### config.mk
export PLATFORM = sky130hd
export DESIGN_NAME = pfd_pin_mux
export DESIGN_NICKNAME = d
export VERILOG_FILES = /design/src/common/pfd_pkg.sv /design/src/pfd_pin_mux.sv /design/src/pfd_aux_cell.sv
export SDC_FILE = /design/constraint.sdc
export NUM_CORES = 1
export LEC_CHECK = 0
export ABC_AREA = 1
export BUFFER_PORTS_ARGS = -buffer_cell sky130_fd_sc_hd__buf_2
export CORE_MARGIN = 5
export CORE_UTILIZATION = 58
export CTS_BUF_LIST = sky130_fd_sc_hd__clkbuf_8
export CTS_CLUSTER_DIAMETER = 120
export DETAILED_ROUTE_END_ITERATION = 7
export GPL_TIMING_DRIVEN = 0
export PLACE_DENSITY_LB_ADDON = 0.12
export SYNTH_ARGS = -nofsm -noshare
export SYNTH_HDL_FRONTEND = slang
export SYNTH_SLANG_ARGS = --single-unit
### constraint.sdc
create_clock -name clk -period 12.8 [get_ports clk]
set_input_delay 1.92 -clock clk [delete_from_list [all_inputs] [get_ports clk]]
set_output_delay 1.92 -clock clk [all_outputs]
set_load 0.05 [all_outputs]
### src/common/pfd_pkg.sv
package pfd_pkg;

  // ---------------------------------------------------------------
  // Pin counts and bus widths
  // ---------------------------------------------------------------
  localparam int PD_PINS = 8;
  localparam int MAIN_PINS = 8;
  localparam int AUX_PINS = 10;
  localparam int FUNC_W = 4;
  localparam int ADR_W = 8;

  // ---------------------------------------------------------------
  // Register offsets (byte addresses)
  // ---------------------------------------------------------------
  localparam logic [7:0] REG_STATUS = 8'h00;
  localparam logic [7:0] REG_AUX_CFG_LO = 8'h04;
  localparam logic [7:0] REG_AUX_CFG_HI = 8'h08;
  localparam logic [7:0] REG_MAIN_CTRL = 8'h0C;
  localparam logic [7:0] REG_MAIN_BB = 8'h10;
  localparam logic [7:0] REG_AUX_BB = 8'h14;
  localparam logic [7:0] REG_PIN_IN = 8'h18;

  // ---------------------------------------------------------------
  // Field positions
  // ---------------------------------------------------------------
  localparam int STAT_CFG_LOADED = 0;
  localparam int STAT_FITTED = 1;
  localparam int STAT_SUSPEND = 2;
  localparam int STAT_POWER_ENABLE_N_N = 3;
  localparam int STAT_PD_I2C = 4;
  localparam int CTRL_BB_MODE = 0;
  localparam int MAIN_BB_DIR_LSB = 8;
  localparam int AUX_BB_DIR_LSB = 16;
  localparam int PIN_IN_AUX_LSB = 16;
  localparam int CFG_HI_WAKE = 8;
  localparam int CFG_HI_PULL_LOW = 9;
  localparam int MAIN_TXD = 0;
  localparam int MAIN_RXD = 1;
  localparam int MAIN_RTS = 2;
  localparam int MAIN_CTS = 3;
  localparam int MAIN_DTR = 4;
  localparam int MAIN_DSR = 5;
  localparam int MAIN_DCD = 6;
  localparam int MAIN_RI = 7;
  localparam int PD_SDA = 0;
  localparam int PD_SCL = 1;
  localparam int PD_INT = 2;
  localparam int AUX_PD_PIN = 7;

  // ---------------------------------------------------------------
  // Reset values
  // ---------------------------------------------------------------
  localparam logic [7:0] MAIN_UART_DIR = 8'h15;
  localparam logic [7:0] MAIN_UART_OUT = 8'h15;
  localparam logic [7:0] MAIN_BB_OUT_RST = 8'h00;
  localparam logic [7:0] MAIN_BB_DIR_RST = 8'h00;
  localparam logic [9:0] AUX_BB_OUT_RST = 10'h000;
  localparam logic [9:0] AUX_BB_DIR_RST = 10'h000;
  localparam logic [9:0] AUX_PU_DFLT = 10'h37F;
  localparam logic [9:0] AUX_PD_DFLT = 10'h080;

  // ---------------------------------------------------------------
  // Types
  // ---------------------------------------------------------------
  typedef enum logic [3:0] {
    PFD_FN_HIZ_PU = 4'h0,
    PFD_FN_HIZ_PD = 4'h1,
    PFD_FN_DRIVE0 = 4'h2,
    PFD_FN_DRIVE1 = 4'h3,
    PFD_FN_TXDEN = 4'h4,
    PFD_FN_POWER_ENABLE_N = 4'h5,
    PFD_FN_TXLED = 4'h6,
    PFD_FN_RXLED = 4'h7,
    PFD_FN_TXRXLED = 4'h8,
    PFD_FN_SLEEP = 4'h9,
    PFD_FN_IOMODE = 4'hA
  } pfd_aux_func_t;

  typedef struct packed {
    logic [AUX_PINS-1:0][FUNC_W-1:0] aux_func;
    logic remote_wake_en;
    logic suspend_pull_low;
  } pfd_cfg_t;

  typedef struct packed {
    logic txden;
    logic power_enable_n;
    logic tx_act;
    logic rx_act;
    logic suspended;
    logic pull_low;
  } pfd_aux_ctx_t;

  typedef struct packed {
    logic out;
    logic oe;
    logic pull_up;
    logic pull_dn;
  } pfd_pad_t;

endpackage

### src/pfd_pin_mux.sv
// Contract
// - First three PD pins can become I2C data, clock, active-low interrupt.
// - After reset every PD pin is an input with weak pull-down.
// - Only the PD controller drives or samples PD pins; never the bus.
// - Main bit 0 defaults to transmit data out, bit 1 receive in.
// - Main bits 2,4 are RTS/DTR outputs; bits 3,5 CTS/DSR inputs.
// - Main bits 6 and 7 default to carrier-detect and ring inputs.
// - With remote wake enabled and bit-bang mode off, ring going low resumes a suspended host.
// - Each aux pin function comes from the configuration memory.
// - Without configuration memory, aux pins except 7 are pulled-up inputs.
// - Without configuration memory, aux pin 7 is a pulled-down input.
// - Inputs pull up, or pull gently low in suspend or before USB configuration when option set.
// - Power enable goes low after configuration, high during suspend.
`timescale 1ns/1ps
module pfd_pin_mux (
  // Clock and reset
  input wire logic clk,
  input wire logic reset,
  // Wishbone slave
  input wire logic wb_cyc_i,
  input wire logic wb_stb_i,
  input wire logic wb_we_i,
  input wire logic [pfd_pkg::ADR_W-1:0] wb_adr_i,
  input wire logic [3:0] wb_sel_i,
  input wire logic [31:0] wb_dat_i,
  output logic [31:0] wb_dat_o,
  output logic wb_ack_o,
  // Configuration memory loader
  input wire logic cfg_done,
  input wire logic cfg_fitted,
  input wire pfd_pkg::pfd_cfg_t cfg_data,
  // USB state
  input wire logic usb_configured,
  input wire logic usb_suspend,
  output logic usb_resume_req,
  output logic power_enable_n,
  // PD controller side
  input wire logic pd_i2c_en,
  input wire logic [pfd_pkg::PD_PINS-1:0] pd_gp_drive,
  input wire logic [pfd_pkg::PD_PINS-1:0] pd_gp_dir,
  input wire logic pd_sda_drive_low,
  input wire logic pd_scl_drive_low,
  input wire logic pd_int,
  output logic [pfd_pkg::PD_PINS-1:0] pd_gp_sample,
  // UART side
  input wire logic uart_txd,
  input wire logic uart_rts_n,
  input wire logic uart_dtr_n,
  input wire logic uart_txden,
  input wire logic uart_tx_act,
  input wire logic uart_rx_act,
  output logic uart_rxd,
  output logic uart_cts_n,
  output logic uart_dsr_n,
  output logic uart_dcd_n,
  output logic uart_ri_n,
  // PD general pins
  input wire logic [pfd_pkg::PD_PINS-1:0] pd_gp_pin_in,
  output logic [pfd_pkg::PD_PINS-1:0] pd_gp_pin_out,
  output logic [pfd_pkg::PD_PINS-1:0] pd_gp_pin_oe,
  output logic [pfd_pkg::PD_PINS-1:0] pd_gp_pin_pull_dn,
  // Main bus pins
  input wire logic [pfd_pkg::MAIN_PINS-1:0] main_bus_in,
  output logic [pfd_pkg::MAIN_PINS-1:0] main_bus_out,
  output logic [pfd_pkg::MAIN_PINS-1:0] main_bus_oe,
  output logic [pfd_pkg::MAIN_PINS-1:0] main_bus_pull_up,
  output logic [pfd_pkg::MAIN_PINS-1:0] main_bus_pull_dn,
  // Aux bus pins
  input wire logic [pfd_pkg::AUX_PINS-1:0] aux_bus_in,
  output logic [pfd_pkg::AUX_PINS-1:0] aux_bus_out,
  output logic [pfd_pkg::AUX_PINS-1:0] aux_bus_oe,
  output logic [pfd_pkg::AUX_PINS-1:0] aux_bus_pull_up,
  output logic [pfd_pkg::AUX_PINS-1:0] aux_bus_pull_dn
);

  localparam int PD = pfd_pkg::PD_PINS;
  localparam int MN = pfd_pkg::MAIN_PINS;
  localparam int AX = pfd_pkg::AUX_PINS;

  // ---------------------------------------------------------------
  // Configuration state
  // ---------------------------------------------------------------
  logic cfg_loaded;
  logic fitted;
  pfd_pkg::pfd_cfg_t cfg_q;

  // Defaults hold until the loader reports a finished read.
  always_ff @(posedge clk or posedge reset) begin
    if (reset) begin
      cfg_loaded <= 1'b0;
      fitted <= 1'b0;
      cfg_q <= '0;
    end else if (cfg_done && !cfg_loaded) begin
      cfg_loaded <= 1'b1;
      fitted <= cfg_fitted;
      if (cfg_fitted) begin
        cfg_q <= cfg_data;
      end
    end
  end

  // ---------------------------------------------------------------
  // Software registers
  // ---------------------------------------------------------------
  logic bb_mode;
  logic [MN-1:0] main_bb_out;
  logic [MN-1:0] main_bb_dir;
  logic [AX-1:0] aux_bb_out;
  logic [AX-1:0] aux_bb_dir;
  logic wb_req;
  logic wb_wr;

  assign wb_req = wb_cyc_i && wb_stb_i && !wb_ack_o;
  assign wb_wr = wb_req && wb_we_i;

  // Writes take effect at the edge that raises ack.
  always_ff @(posedge clk or posedge reset) begin
    if (reset) begin
      bb_mode <= 1'b0;
      main_bb_out <= pfd_pkg::MAIN_BB_OUT_RST;
      main_bb_dir <= pfd_pkg::MAIN_BB_DIR_RST;
      aux_bb_out <= pfd_pkg::AUX_BB_OUT_RST;
      aux_bb_dir <= pfd_pkg::AUX_BB_DIR_RST;
    end else if (wb_wr) begin
      case (wb_adr_i)
        pfd_pkg::REG_MAIN_CTRL: begin
          if (wb_sel_i[0]) begin
            bb_mode <= wb_dat_i[pfd_pkg::CTRL_BB_MODE];
          end
        end
        pfd_pkg::REG_MAIN_BB: begin
          if (wb_sel_i[0]) begin
            main_bb_out <= wb_dat_i[MN-1:0];
          end
          if (wb_sel_i[1]) begin
            main_bb_dir <= wb_dat_i[pfd_pkg::MAIN_BB_DIR_LSB +: MN];
          end
        end
        pfd_pkg::REG_AUX_BB: begin
          if (wb_sel_i[0]) begin
            aux_bb_out[7:0] <= wb_dat_i[7:0];
          end
          if (wb_sel_i[1]) begin
            aux_bb_out[AX-1:8] <= wb_dat_i[AX-1:8];
          end
          if (wb_sel_i[2]) begin
            aux_bb_dir[7:0] <= wb_dat_i[pfd_pkg::AUX_BB_DIR_LSB +: 8];
          end
          if (wb_sel_i[3]) begin
            aux_bb_dir[AX-1:8] <= wb_dat_i[24 +: AX-8];
          end
        end
        default: begin
        end
      endcase
    end
  end

  // Reads of unmapped offsets return zero; every request is acked.
  logic [31:0] next_rdata;

  always_comb begin
    next_rdata = 32'h00000000;
    case (wb_adr_i)
      pfd_pkg::REG_STATUS: begin
        next_rdata[pfd_pkg::STAT_CFG_LOADED] = cfg_loaded;
        next_rdata[pfd_pkg::STAT_FITTED] = fitted;
        next_rdata[pfd_pkg::STAT_SUSPEND] = usb_suspend;
        next_rdata[pfd_pkg::STAT_POWER_ENABLE_N_N] = power_enable_n;
        next_rdata[pfd_pkg::STAT_PD_I2C] = pd_i2c_en;
      end
      pfd_pkg::REG_AUX_CFG_LO: begin
        next_rdata = cfg_q.aux_func[7:0];
      end
      pfd_pkg::REG_AUX_CFG_HI: begin
        next_rdata[7:0] = cfg_q.aux_func[AX-1:8];
        next_rdata[pfd_pkg::CFG_HI_WAKE] = cfg_q.remote_wake_en;
        next_rdata[pfd_pkg::CFG_HI_PULL_LOW] = cfg_q.suspend_pull_low;
      end
      pfd_pkg::REG_MAIN_CTRL: begin
        next_rdata[pfd_pkg::CTRL_BB_MODE] = bb_mode;
      end
      pfd_pkg::REG_MAIN_BB: begin
        next_rdata[MN-1:0] = main_bb_out;
        next_rdata[pfd_pkg::MAIN_BB_DIR_LSB +: MN] = main_bb_dir;
      end
      pfd_pkg::REG_AUX_BB: begin
        next_rdata[AX-1:0] = aux_bb_out;
        next_rdata[pfd_pkg::AUX_BB_DIR_LSB +: AX] = aux_bb_dir;
      end
      pfd_pkg::REG_PIN_IN: begin
        next_rdata[MN-1:0] = main_bus_in;
        next_rdata[pfd_pkg::PIN_IN_AUX_LSB +: AX] = aux_bus_in;
      end
      default: begin
      end
    endcase
  end

  always_ff @(posedge clk or posedge reset) begin
    if (reset) begin
      wb_ack_o <= 1'b0;
      wb_dat_o <= 32'h00000000;
    end else begin
      wb_ack_o <= wb_req;
      wb_dat_o <= (wb_req && !wb_we_i) ? next_rdata : 32'h00000000;
    end
  end

  // ---------------------------------------------------------------
  // USB power and wake
  // ---------------------------------------------------------------
  logic ri_prev;
  logic suspend_pull;

  always_ff @(posedge clk or posedge reset) begin
    if (reset) begin
      power_enable_n <= 1'b1;
    end else begin
      power_enable_n <= !usb_configured || usb_suspend;
    end
  end

  // Ring is sampled directly; pins are synchronous to clk.
  always_ff @(posedge clk or posedge reset) begin
    if (reset) begin
      ri_prev <= 1'b1;
      usb_resume_req <= 1'b0;
    end else begin
      ri_prev <= main_bus_in[pfd_pkg::MAIN_RI];
      usb_resume_req <= cfg_q.remote_wake_en && usb_suspend && !bb_mode &&
                        ri_prev && !main_bus_in[pfd_pkg::MAIN_RI];
    end
  end

  // Power enable stands high both in suspend and before configuration.
  assign suspend_pull = cfg_q.suspend_pull_low && power_enable_n;

  // ---------------------------------------------------------------
  // PD general pins
  // ---------------------------------------------------------------
  logic [PD-1:0] next_pd_out;
  logic [PD-1:0] next_pd_oe;
  logic [PD-1:0] next_pd_pull;

  // Only the PD controller ports reach these pins.
  always_comb begin
    next_pd_out = pd_gp_drive;
    next_pd_oe = pd_gp_dir;
    next_pd_pull = ~pd_gp_dir;
    if (pd_i2c_en) begin
      next_pd_out[pfd_pkg::PD_SDA] = 1'b0;
      next_pd_oe[pfd_pkg::PD_SDA] = pd_sda_drive_low;
      next_pd_pull[pfd_pkg::PD_SDA] = 1'b0;
      next_pd_out[pfd_pkg::PD_SCL] = 1'b0;
      next_pd_oe[pfd_pkg::PD_SCL] = pd_scl_drive_low;
      next_pd_pull[pfd_pkg::PD_SCL] = 1'b0;
      next_pd_out[pfd_pkg::PD_INT] = ~pd_int;
      next_pd_oe[pfd_pkg::PD_INT] = 1'b1;
      next_pd_pull[pfd_pkg::PD_INT] = 1'b0;
    end
  end

  always_ff @(posedge clk or posedge reset) begin
    if (reset) begin
      pd_gp_pin_out <= '0;
      pd_gp_pin_oe <= '0;
      pd_gp_pin_pull_dn <= '1;
      pd_gp_sample <= '0;
    end else begin
      pd_gp_pin_out <= next_pd_out;
      pd_gp_pin_oe <= next_pd_oe;
      pd_gp_pin_pull_dn <= next_pd_pull;
      pd_gp_sample <= pd_gp_pin_in;
    end
  end

  // ---------------------------------------------------------------
  // Main bus pins
  // ---------------------------------------------------------------
  logic [MN-1:0] next_main_out;
  logic [MN-1:0] next_main_oe;

  always_comb begin
    if (bb_mode) begin
      next_main_out = main_bb_out;
      next_main_oe = main_bb_dir;
    end else begin
      next_main_out = '0;
      next_main_oe = pfd_pkg::MAIN_UART_DIR;
      next_main_out[pfd_pkg::MAIN_TXD] = uart_txd;
      next_main_out[pfd_pkg::MAIN_RTS] = uart_rts_n;
      next_main_out[pfd_pkg::MAIN_DTR] = uart_dtr_n;
    end
  end

  always_ff @(posedge clk or posedge reset) begin
    if (reset) begin
      main_bus_out <= pfd_pkg::MAIN_UART_OUT;
      main_bus_oe <= pfd_pkg::MAIN_UART_DIR;
      main_bus_pull_up <= ~pfd_pkg::MAIN_UART_DIR;
      main_bus_pull_dn <= '0;
    end else begin
      main_bus_out <= next_main_out;
      main_bus_oe <= next_main_oe;
      main_bus_pull_up <= suspend_pull ? '0 : ~next_main_oe;
      main_bus_pull_dn <= suspend_pull ? ~next_main_oe : '0;
    end
  end

  // Receive-side UART lines idle high while the pins are in bit-bang use.
  always_ff @(posedge clk or posedge reset) begin
    if (reset) begin
      uart_rxd <= 1'b1;
      uart_cts_n <= 1'b1;
      uart_dsr_n <= 1'b1;
      uart_dcd_n <= 1'b1;
      uart_ri_n <= 1'b1;
    end else begin
      uart_rxd <= bb_mode || main_bus_in[pfd_pkg::MAIN_RXD];
      uart_cts_n <= bb_mode || main_bus_in[pfd_pkg::MAIN_CTS];
      uart_dsr_n <= bb_mode || main_bus_in[pfd_pkg::MAIN_DSR];
      uart_dcd_n <= bb_mode || main_bus_in[pfd_pkg::MAIN_DCD];
      uart_ri_n <= bb_mode || main_bus_in[pfd_pkg::MAIN_RI];
    end
  end

  // ---------------------------------------------------------------
  // Aux bus pins
  // ---------------------------------------------------------------
  pfd_pkg::pfd_aux_ctx_t aux_ctx;
  pfd_pkg::pfd_pad_t aux_pad [AX];

  assign aux_ctx.txden = uart_txden;
  assign aux_ctx.power_enable_n = power_enable_n;
  assign aux_ctx.tx_act = uart_tx_act;
  assign aux_ctx.rx_act = uart_rx_act;
  assign aux_ctx.suspended = usb_suspend;
  assign aux_ctx.pull_low = suspend_pull;

  for (genvar i = 0; i < AX; i++) begin : g_aux
    pfd_aux_cell u_cell (
      .func(cfg_q.aux_func[i]),
      .ctx(aux_ctx),
      .bb_out(aux_bb_out[i]),
      .bb_dir(aux_bb_dir[i]),
      .pad(aux_pad[i])
    );

    always_ff @(posedge clk or posedge reset) begin
      if (reset) begin
        aux_bus_out[i] <= 1'b0;
        aux_bus_oe[i] <= 1'b0;
        aux_bus_pull_up[i] <= pfd_pkg::AUX_PU_DFLT[i];
        aux_bus_pull_dn[i] <= pfd_pkg::AUX_PD_DFLT[i];
      end else if (cfg_loaded && fitted) begin
        aux_bus_out[i] <= aux_pad[i].out;
        aux_bus_oe[i] <= aux_pad[i].oe;
        aux_bus_pull_up[i] <= aux_pad[i].pull_up;
        aux_bus_pull_dn[i] <= aux_pad[i].pull_dn;
      end else begin
        aux_bus_out[i] <= 1'b0;
        aux_bus_oe[i] <= 1'b0;
        aux_bus_pull_up[i] <= pfd_pkg::AUX_PU_DFLT[i];
        aux_bus_pull_dn[i] <= pfd_pkg::AUX_PD_DFLT[i];
      end
    end
  end

  // ---------------------------------------------------------------
  // Checks
  // ---------------------------------------------------------------
  chk_i2c_int_pin: assert property (@(posedge clk) disable iff (reset)
    pd_i2c_en && pd_int |=> pd_gp_pin_oe[2] && !pd_gp_pin_out[2])
    else $error("PD interrupt pin not driven low");

  chk_pd_default: assert property (@(posedge clk) disable iff (reset)
    !pd_i2c_en && pd_gp_dir == '0 |=>
      pd_gp_pin_oe == '0 && pd_gp_pin_pull_dn == '1)
    else $error("PD pin not pulled-down input");

  chk_pd_source: assert property (@(posedge clk) disable iff (reset)
    !pd_i2c_en |=> pd_gp_pin_out == $past(pd_gp_drive) &&
      pd_gp_pin_oe == $past(pd_gp_dir))
    else $error("PD pin driven by another source");

  chk_main_uart: assert property (@(posedge clk) disable iff (reset)
    !bb_mode |=> main_bus_oe == pfd_pkg::MAIN_UART_DIR &&
      main_bus_out[0] == $past(uart_txd) &&
      main_bus_out[2] == $past(uart_rts_n))
    else $error("Main bus not in UART default");

  chk_modem_in: assert property (@(posedge clk) disable iff (reset)
    !bb_mode && !main_bus_in[7] |=> !main_bus_oe[7] && !main_bus_oe[6] &&
      !uart_ri_n)
    else $error("Ring input not routed");

  chk_ring_wake: assert property (@(posedge clk) disable iff (reset)
    main_bus_in[7] ##1 (!main_bus_in[7] && cfg_q.remote_wake_en &&
      usb_suspend && !bb_mode) |=> usb_resume_req ##1
      !usb_resume_req)
    else $error("Ring did not request resume");

  chk_aux_default: assert property (@(posedge clk) disable iff (reset)
    !cfg_loaded ##1 1'b1 |-> aux_bus_oe == '0 &&
      aux_bus_pull_up == pfd_pkg::AUX_PU_DFLT &&
      aux_bus_pull_dn == pfd_pkg::AUX_PD_DFLT)
    else $error("Aux pins left default early");

  chk_aux_drive0: assert property (@(posedge clk) disable iff (reset)
    cfg_loaded && fitted && cfg_q.aux_func[1] == pfd_pkg::PFD_FN_DRIVE0
      |=> aux_bus_oe[1] && !aux_bus_out[1])
    else $error("Aux function not applied");

  chk_suspend_pull: assert property (@(posedge clk) disable iff (reset)
    cfg_q.suspend_pull_low && power_enable_n && !bb_mode |=>
      !main_bus_pull_up[1] && main_bus_pull_dn[1])
    else $error("Suspend pull-low not applied");

  chk_power_en: assert property (@(posedge clk) disable iff (reset)
    usb_configured && !usb_suspend ##1 usb_suspend |-> !power_enable_n ##1
      power_enable_n)
    else $error("Power enable wrong around suspend");

endmodule

### src/pfd_aux_cell.sv
`timescale 1ns/1ps
module pfd_aux_cell (
  // Function selection
  input wire logic [3:0] func,
  input wire pfd_pkg::pfd_aux_ctx_t ctx,
  // Bit-bang values for this pin
  input wire logic bb_out,
  input wire logic bb_dir,
  // Resulting pad controls
  output pfd_pkg::pfd_pad_t pad
);

  // Inputs pull up, or pull gently low in suspend or before USB configuration when that option is on.
  always_comb begin
    pad = '0;
    pad.pull_up = ~ctx.pull_low;
    pad.pull_dn = ctx.pull_low;
    case (func)
      pfd_pkg::PFD_FN_HIZ_PU: begin
      end
      pfd_pkg::PFD_FN_HIZ_PD: begin
        pad.pull_up = 1'b0;
        pad.pull_dn = 1'b1;
      end
      pfd_pkg::PFD_FN_DRIVE0: begin
        pad.oe = 1'b1;
        pad.out = 1'b0;
      end
      pfd_pkg::PFD_FN_DRIVE1: begin
        pad.oe = 1'b1;
        pad.out = 1'b1;
      end
      pfd_pkg::PFD_FN_TXDEN: begin
        pad.oe = 1'b1;
        pad.out = ctx.txden;
      end
      pfd_pkg::PFD_FN_POWER_ENABLE_N: begin
        pad.oe = 1'b1;
        pad.out = ctx.power_enable_n;
      end
      pfd_pkg::PFD_FN_TXLED: begin
        pad.oe = 1'b1;
        pad.out = ~ctx.tx_act;
      end
      pfd_pkg::PFD_FN_RXLED: begin
        pad.oe = 1'b1;
        pad.out = ~ctx.rx_act;
      end
      pfd_pkg::PFD_FN_TXRXLED: begin
        pad.oe = 1'b1;
        pad.out = ~(ctx.tx_act | ctx.rx_act);
      end
      pfd_pkg::PFD_FN_SLEEP: begin
        pad.oe = 1'b1;
        pad.out = ~ctx.suspended;
      end
      pfd_pkg::PFD_FN_IOMODE: begin
        pad.oe = bb_dir;
        pad.out = bb_out;
      end
      default: begin
      end
    endcase
    // Driven pins carry no pull, so suspend pull-low only reaches inputs.
    if (pad.oe) begin
      pad.pull_up = 1'b0;
      pad.pull_dn = 1'b0;
    end
  end

endmodule

# Word level (Yosys, flattened, before mapping)
# Cells that the tools add are included.
# Widths: inputs -> output; s select.
# totals
reg_bits	226
latchBits	0
ramBits	0
rom_bits	0
in_bits	147
mem_count	0
# op_classes
add_sub_neg	0
mul	0
div_mod_pow	0
n_lt_le_gt_ge	0
n_eq_ne	106
shifts	0
mux	85
n_bitwise	9
reduce_logical	32
# ops
cell	n
$pmux 2 s9	10
$eq 4x3->1 const B	40
$eq 4x4->1 const B	30
$eq 4x2->1 const B	20
$eq 4x1->1 const B	10
$mux 1	40
$mux 2	20
$mux 32	1
$mux 8	4
$pmux 10 s3	1
$eq 8x5->1 const B	3
$pmux 4 s6	1
$reduce_and 3->1	7
$eq 8x4->1 const B	2
$not 8->8	2
$pmux 3 s5	1
$pmux 6 s2	1
$logic_and 1x1->1	11
$mux 3	3
$eq 8x3->1 const B	1
$logic_not 8->1	1
$pmux 2 s4	1
$pmux 1 s7	1
$logic_not 1->1	6
other kinds (5)	15

# Logic depth before layout (Yosys ltp)
# Gate-level depths: netlist of run 1.
# depth
ltp_word	5
depth_mapped	9
depth_no_buf	9

# Modules after synthesis
# From an unflattened synthesis of run 1, not the netlist that was laid out.
# hier_totals
hier_cells	1210
area_unflattened_um2	10288.6
# modules_own_cells
module	n_inst	cells_per_inst	area_each_um2	seq_area_each_um2
pfd_pin_mux	1	820	8624.5	5700.5
pfd_aux_cell	10	39	166.4	0.0

# Worst setup path before layout of run 1
# Ideal clock, no wire load.
# synth_path
path_type	in2reg
startpoint	input wb_adr_i[1] (netlist bit)
endpoint	register main_bb_out[0]
t_arrival_ps	2792
setup_slack_ps	9888
cell_stages	7
cell_sequence	nor2_1 > nand2_1 > nor2_4 > nand2_2 > buf_6 > nand2_1 > o21ai_1
# synth_via
elab_chain_len	2
# synth_rtl
item	line_no	source
from (decl)	pfd_pin_mux.sv:23	input wire logic [pfd_pkg::ADR_W-1:0] wb_adr_i,
$eq 8x5->1	pfd_pin_mux.sv:125	case (wb_adr_i)
$reduce_and 3->1 (no line)	-	
to (signal assigned)	pfd_pin_mux.sv:120	main_bb_out <= pfd_pkg::MAIN_BB_OUT_RST;
to (signal assigned)	pfd_pin_mux.sv:133	main_bb_out <= wb_dat_i[MN-1:0];
to (decl)	pfd_pin_mux.sv:106	logic [MN-1:0] main_bb_out;
# Every way passes these cells.
# A chain may end at the register's enable or synchronous reset.

# Final worst setup path of run 1
# layout_path
startpoint	register power_enable_n
endpoint	output power_enable_n
# layout_lines
item	line_no	source
from (decl)	pfd_pin_mux.sv:36	output logic power_enable_n,
from (signal assigned)	pfd_pin_mux.sv:220	power_enable_n <= !usb_configured || usb_suspend;
# No word-level cell between the ends.

==> results of run 1 <==
## per-stage QoR
stage / power (mW) / util (%) / hold WS (ns) / setup WS (ns)
3_5_place_dp: 1.02 / 69.4 / 0.436 / 9.33
4_1_cts: 1.67 / 74.2 / 0.455 / 9.34
2_1_floorplan: 0.936 / - / 0.453 / 4.75
6_report: 1.66 / 74.2 / 0.454 / 9.33
5_1_grt: 1.73 / 74.2 / 0.479 / 9.30
3_3_place_gp: 1.01 / 69.2 / 0.442 / 2.59
## worst paths after layout
kind	cells past startpoint	slack (ns)	to
min in group asynchronous	2	1.55	aux_bus_pull_dn[2]$_DFF_PP0_
max in group asynchronous	3	10.27	main_bb_out[0]$_DFFE_PP0P_
min	1	0.45	wb_ack_o$_DFF_PP0_
min reg2reg	1	0.45	wb_ack_o$_DFF_PP0_
max	1	9.33	power_enable_n
max reg2reg	5	10.75	aux_bus_pull_dn[2]$_DFF_PP0_
## registers in the layout (all words and copies together), names as in the netlist, 10 cells and up
register         flops
aux_bb_dir          10
aux_bus_oe          10
cfg_q               42
aux_bb_out          10
aux_bus_out         10
wb_dat_o            32
aux_bus_pull_dn     10
aux_bus_pull_up     10
## final cells by class
type	count	area share [%]
Clock inverter	17	0.803
Clock buffer	50	5.59
Tap cell	220	2.24
Inverter	145	4.51
Timing Repair Buffer	283	11.7
Buffer	36	1.60
Multi-Input combinational cell	734	27.2
Sequential cell	226	46.3
## Yosys cell counts
cell / instances
a21oi_1: 78
buf_2: 7
or2_2: 8
o211ai_1: 10
o21ai_0: 32
o21ai_2: 4
nand2_2: 5
nor2_2: 5
o21ai_1: 29
buf_6: 4
inv_4: 1
and2_1: 4
a31oi_1: 1
dfrtp_1: 190
nand3_4: 1
dfstp_2: 36
inv_1: 141
nand4_1: 13
inv_2: 3
nand2_1: 221
a21boi_0: 1
nor2_4: 2
buf_4: 6
o2111ai_1: 4
a21oi_2: 7
nor2_1: 186
nand3_1: 93
clkbuf_1: 19
nand2_4: 2
mux2_2: 3
nor3_1: 25
## cell families (layout without fill, tap and decap cells)
| group | count (synthesis) | after routing | synth area share [%] |
|---|---|---|---|
| flops | 226 | 226 | 58.2 |
| mux | 3 | 3 | 0.345 |
| compound gates | 166 | 166 | 9.35 |
| buf+inv | 181 | 531 | 7.59 |
| simple gates | 565 | 565 | 24.5 |
## cells in the final DEF, fill, tap and decap left out, drive strengths merged, types with 8 or more instances in the layout
cell type	netlist	routed
a21oi	85	85
buf	17	300
clkbuf	19	69
dfrtp	190	190
dfstp	36	36
inv	145	156
nand2	228	228
nand3	94	94
nand4	13	13
nor2	193	193
nor3	25	25
o211ai	10	10
o21ai	65	65
or2	8	8
## metal layers
metal | global-route usage [%] | up-vias | routed length, um
met5 | 0 | - | 21
met4 | 11.2 | 4 | 1010
met3 | 6.75 | 76 | 3090
met2 | 49.8 | 561 | 14500
met1 | 42.1 | 4234 | 12100
li1 | - | 4284 | -
## power by group
group          switching (mW)  internal, mW  leakage, nW  total, mW
clock network           0.286         0.369        0.448      0.655
logic                   0.177        0.0581         3.57      0.235
registers              0.0202         0.752         2.75      0.772
==> metrics.yaml, run 1 <==
run_status:
  status: "finished clean"
yosys:
  synthCells: 1141
  yosys_warnings: 0
  avgSynthCellArea_um2: 8.58
  ys_ff_latch: 226
  syn_area_um2: 9790
  synth.area.top_cells: "dfrtp_1 (49%), dfstp_2 (9.7%), nand2_1 (8.5%), nor2_1 (7.1%), inv_1 (5.4%)"
  ys_seq_area_share_pct: 58.2
  yosys.area.top_type_share_pct: 48.5
  synthesis.nets: 1288
  ys_types: 31
  synth_top_area_cell: "dfrtp_1"
route:
  post-route-drc-count: 0
  via_per_inst: 5.35
  finalWirelength_um: 30800
  firstDrtPassIters: 5
  vias: 9159
  drt_iter0_drc: 919
  wire_per_inst_um: 18.0
  antenna_left: 0
placed_design:
  post_dp_cell_area_um2: 11500
  dp_hpwl_um: 22600
  port_buffers: 282
  place.gp.congestion: 0.938
  dp.cells: 1644
sta:
  grt_setup_unrepaired: "false"
  max_freq_ghz: 0.288
  fin_setup_tns_ns: 0
  setup_viol: 0
  finalClockSkew_ns: 0.0264
  slew_headroom_pct: 41.0
  final_max_slew_viol_count: 0
  min_period_ns: 3.47
  finalHoldViolCount: 0
  tightest_slew_ns: 0.885
  fin_crit_sh_pct: 27.1
power_and_ir_drop:
  peakVddDrop_v: 0.0000804
  leakage_nw: 6.78
  p_per_area_nw_per_um2: 135
global_route:
  grt_pass1_wl_um: 47500
  grt_pass1_vias: 8918
  grt_overflow_total: 0
  antenna_found_initial: 2
  grt_max_degree: 129
  grt_use_total_pct: 31.0
layout:
  nFillCells: 1281
  final_cell_area_um2: 12300
  final_cells: 1711
  synthToLayoutAreaGrowth_pct: 25.6
  nets: 1611
  drive_above_1_share_pct: 29.1
  final-seq-area_um2: 5700
  multi_input_area_um2: 3350
  n_antenna_cell: 0
setup_path:
  crit_type: "flop to output pin"
  worstReg2RegStart: "power_enable_n$_DFF_PP1_"
  cp_top_family: "flip-flops"
  cp.required_ns: 10.88
  cp-end-kind: "output pin"
  critPathBufInv: 1
  slowest_delay_ns: 0.70
  worst_setup_path_start_kind: "flop"
  worstSetupStartpoint: "power_enable_n$_DFF_PP1_"
  cp.arrival_ns: 1.55
  cp_max_fo: 8
  path_cells: "buf_2"
  slowest_stage: "dfstp_2"
cts:
  cts_resized: 0
  cts.sinks: 226
  root_buffer: "clkbuf_8"
  clk_latency_ns: 0.55
  post_cts_buffers: 0
  cts_max_path_buffers: 3
  hold_buffers: 0
  clk_pin_slew_ns: 0.06
  cts_buffers: 38
  htreeDepth: 2
  cts_tree: "yes"
floorplanning:
  dieArea_um2: 19600
  core-area_um2: 16600
  fp.dieW_um: 140
  rows: 47
  initial_core_util_pct: 59.1
  fp.dieH_um: 140
  io_pins: 291
min_path:
  hp-class: "flop to flop"
  hp-start: "wb_ack_o$_DFF_PP0_"
run:
  max_cap_viol_count: 0
Note: power is estimated with default switching activity, not from simulation.
==> run 2: changes to the inputs <==
Settings changed: CORE_UTILIZATION 58 to 54.
Clock period 12.8 ns to 3.59 ns, I/O delays scaled along.
==> run 2 against run 1 <==
- sequential power rose to 3.6 times the previous value
- non-clock buffer count rose by 4
- sequential share of layout area fell by 0.33 points
- critical path type unchanged
==> metrics.yaml, run 2 (synthesized netlist as in run 1, its figures left out) <==
layout:
  mostFrequentLayoutCell: "buf_2"
  nFillCells: 1503  # +17%
  largest_reg_flops: 42  # unchanged
  synthToLayoutAreaGrowth_pct: 26.5
  final_util_pct: 69.2  # -5.0 points
  final_cells: 1726  # +0.88%
  n_antenna_cell: 0  # unchanged
  final_cell_area_um2: 12400  # +0.71%
  largest-register: "cfg_q"
  drive_above_1_share_pct: 29.2  # +0.084 points
  reg_top3: "cfg_q x42, wb_dat_o x32"
  final_cell_mix: "buf_2 (289), nand2_1 (221), dfrtp_1 (190)"
  nets: 1615  # +0.25%
setup_path:
  slowest_stage: "dfstp_2"
  cp-end-kind: "output pin"
  worstSetupStartpoint: "power_enable_n$_DFF_PP1_"
  cp.arrival_ns: 1.58  # +0.03 ns
  cp.required_ns: 3.05  # -7.83 ns
  cp_max_fo: 8  # unchanged
  cp_top_family: "flip-flops"
  slowest_delay_ns: 0.72  # +0.02 ns
  critPathBufInv: 1  # unchanged
  worstReg2RegStart: "power_enable_n$_DFF_PP1_"
  ff2ff_setup_slack_ns: 1.48  # -9.27 ns
  path_cells: "buf_2"
  worst_setup_path_start_kind: "flop"
  crit_type: "flop to output pin"
route:
  finalWirelength_um: 30900  # +0.43%
  firstDrtPassIters: 6  # +1
  drt_iter0_drc: 793  # -14%
  antenna_left: 0  # unchanged
  post-route-drc-count: 0  # unchanged
  via_per_inst: 5.28  # -1.3%
  vias: 9121  # -0.41%
  wire_per_inst_um: 17.9  # -0.44%
sta:
  finalHoldViolCount: 0  # unchanged
  fin_setup_tns_ns: 0  # unchanged
  slew_headroom_pct: 45.9  # +4.9 points
  tightest_slew_ns: 0.811  # -0.0738 ns
  grt_setup_unrepaired: "false"
  fin_ws_ns: 1.47  # -7.85 ns
  fin_crit_sh_pct: 58.9
  fin_hold_ws_ns: 0.105  # -0.349 ns
  finalClockSkew_ns: 0.0248  # -0.00160 ns
  max_freq_ghz: 0.473
  setup_viol: 0  # unchanged
  final_max_slew_viol_count: 0  # unchanged
  min_period_ns: 2.12
placed_design:
  post_dp_cell_area_um2: 11600  # +0.70%
  dp.cells: 1657  # +0.79%
  port_buffers: 282  # unchanged
  place_ws_ns: 1.46  # -7.87 ns
  dp_hpwl_um: 23200  # +2.8%
  place.gp.congestion: 0.954  # +1.7%
cts:
  htreeDepth: 2  # unchanged
  hold_buffers: 0  # unchanged
  root_buffer: "clkbuf_8"
  cts_buffers: 38  # unchanged
  clk_latency_ns: 0.54  # about the same
  cts_resized: 0  # unchanged
  clk_pin_slew_ns: 0.06  # about the same
  cts_tree: "yes"
  cts.sinks: 226  # unchanged
  cts_max_path_buffers: 3  # unchanged
  post_cts_buffers: 0  # unchanged
power_and_ir_drop:
  power.total_mw: 5.94  # +260%
  p_per_area_nw_per_um2: 479  # +250%
  leakage_nw: 6.81  # +0.51%
  peakVddDrop_v: 0.000362  # +350%
floorplanning:
  rows: 49  # +4.3%
  dieArea_um2: 20900  # +6.9%
  initial_core_util_pct: 54.7  # -4.4 points
  fp.dieH_um: 145  # +3.4%
  fp.dieW_um: 145  # +3.4%
  io_pins: 291  # unchanged
  core-area_um2: 17900  # +8.0%
global_route:
  busiest_layer: "met2"
  use_met2_pct: 47.5  # -2.4 points
  grt_max_degree: 46  # -64%
  grt_util_met1_pct: 40.8  # -1.4 points
  use_met3_pct: 5.92  # -0.83 points
  grt_pass1_wl_um: 47200  # -0.71%
  grt_pass1_vias: 8800  # -1.3%
  grt_overflow_total: 0  # unchanged
  antenna_found_initial: 1  # -1
  grt_use_total_pct: 29.4  # -1.6 points
min_path:
  hp-start: "pd_gp_pin_in[5]"
  hp-class: "input pin to flop"
run:
  max_cap_viol_count: 0  # unchanged
run_status:
  status: "finished clean"
==> run 2: routing by layer <==
layer  up-vias  part of all wire [%]
met5         -                 0.036
met4         2                   3.2
met3        84                   9.4
met2       469                    46
met1      4269                    41
li1       4297                     -
==> run 2: report_power, final <==
part / total (mW) / internal, mW / switching [mW]
logic: 0.845 / 0.215 / 0.630
registers: 2.75 / 2.68 / 0.0721
clock network: 2.34 / 1.30 / 1.04
total: 5.94 / 4.20 / 1.74
==> run 2: layout make-up <==
cell class              instances  area (um2)  area share (%)
clock buffers                  49         674            5.44
multi-input cells             734        3350            27.0
clock inverters                20         120           0.969
flip-flops and latches        226        5700            46.0
plain buffers                  36         196            1.59
repair buffers                287        1510            12.2
inverters                     145         551            4.44
well taps                     229         287            2.31
==> run 2: path summary, 6_finish.rpt <==
path / endpoint / depth (start not counted)
max: power_enable_n / 1
min: pd_gp_sample[5]$_DFF_PP0_ / 1
max reg2reg: aux_bus_pull_dn[0]$_DFF_PP0_ / 5
min reg2reg: wb_ack_o$_DFF_PP0_ / 1
max in group asynchronous: uart_dcd_n$_DFF_PP1_ / 4
min in group asynchronous: aux_bus_out[3]$_DFF_PP0_ / 2
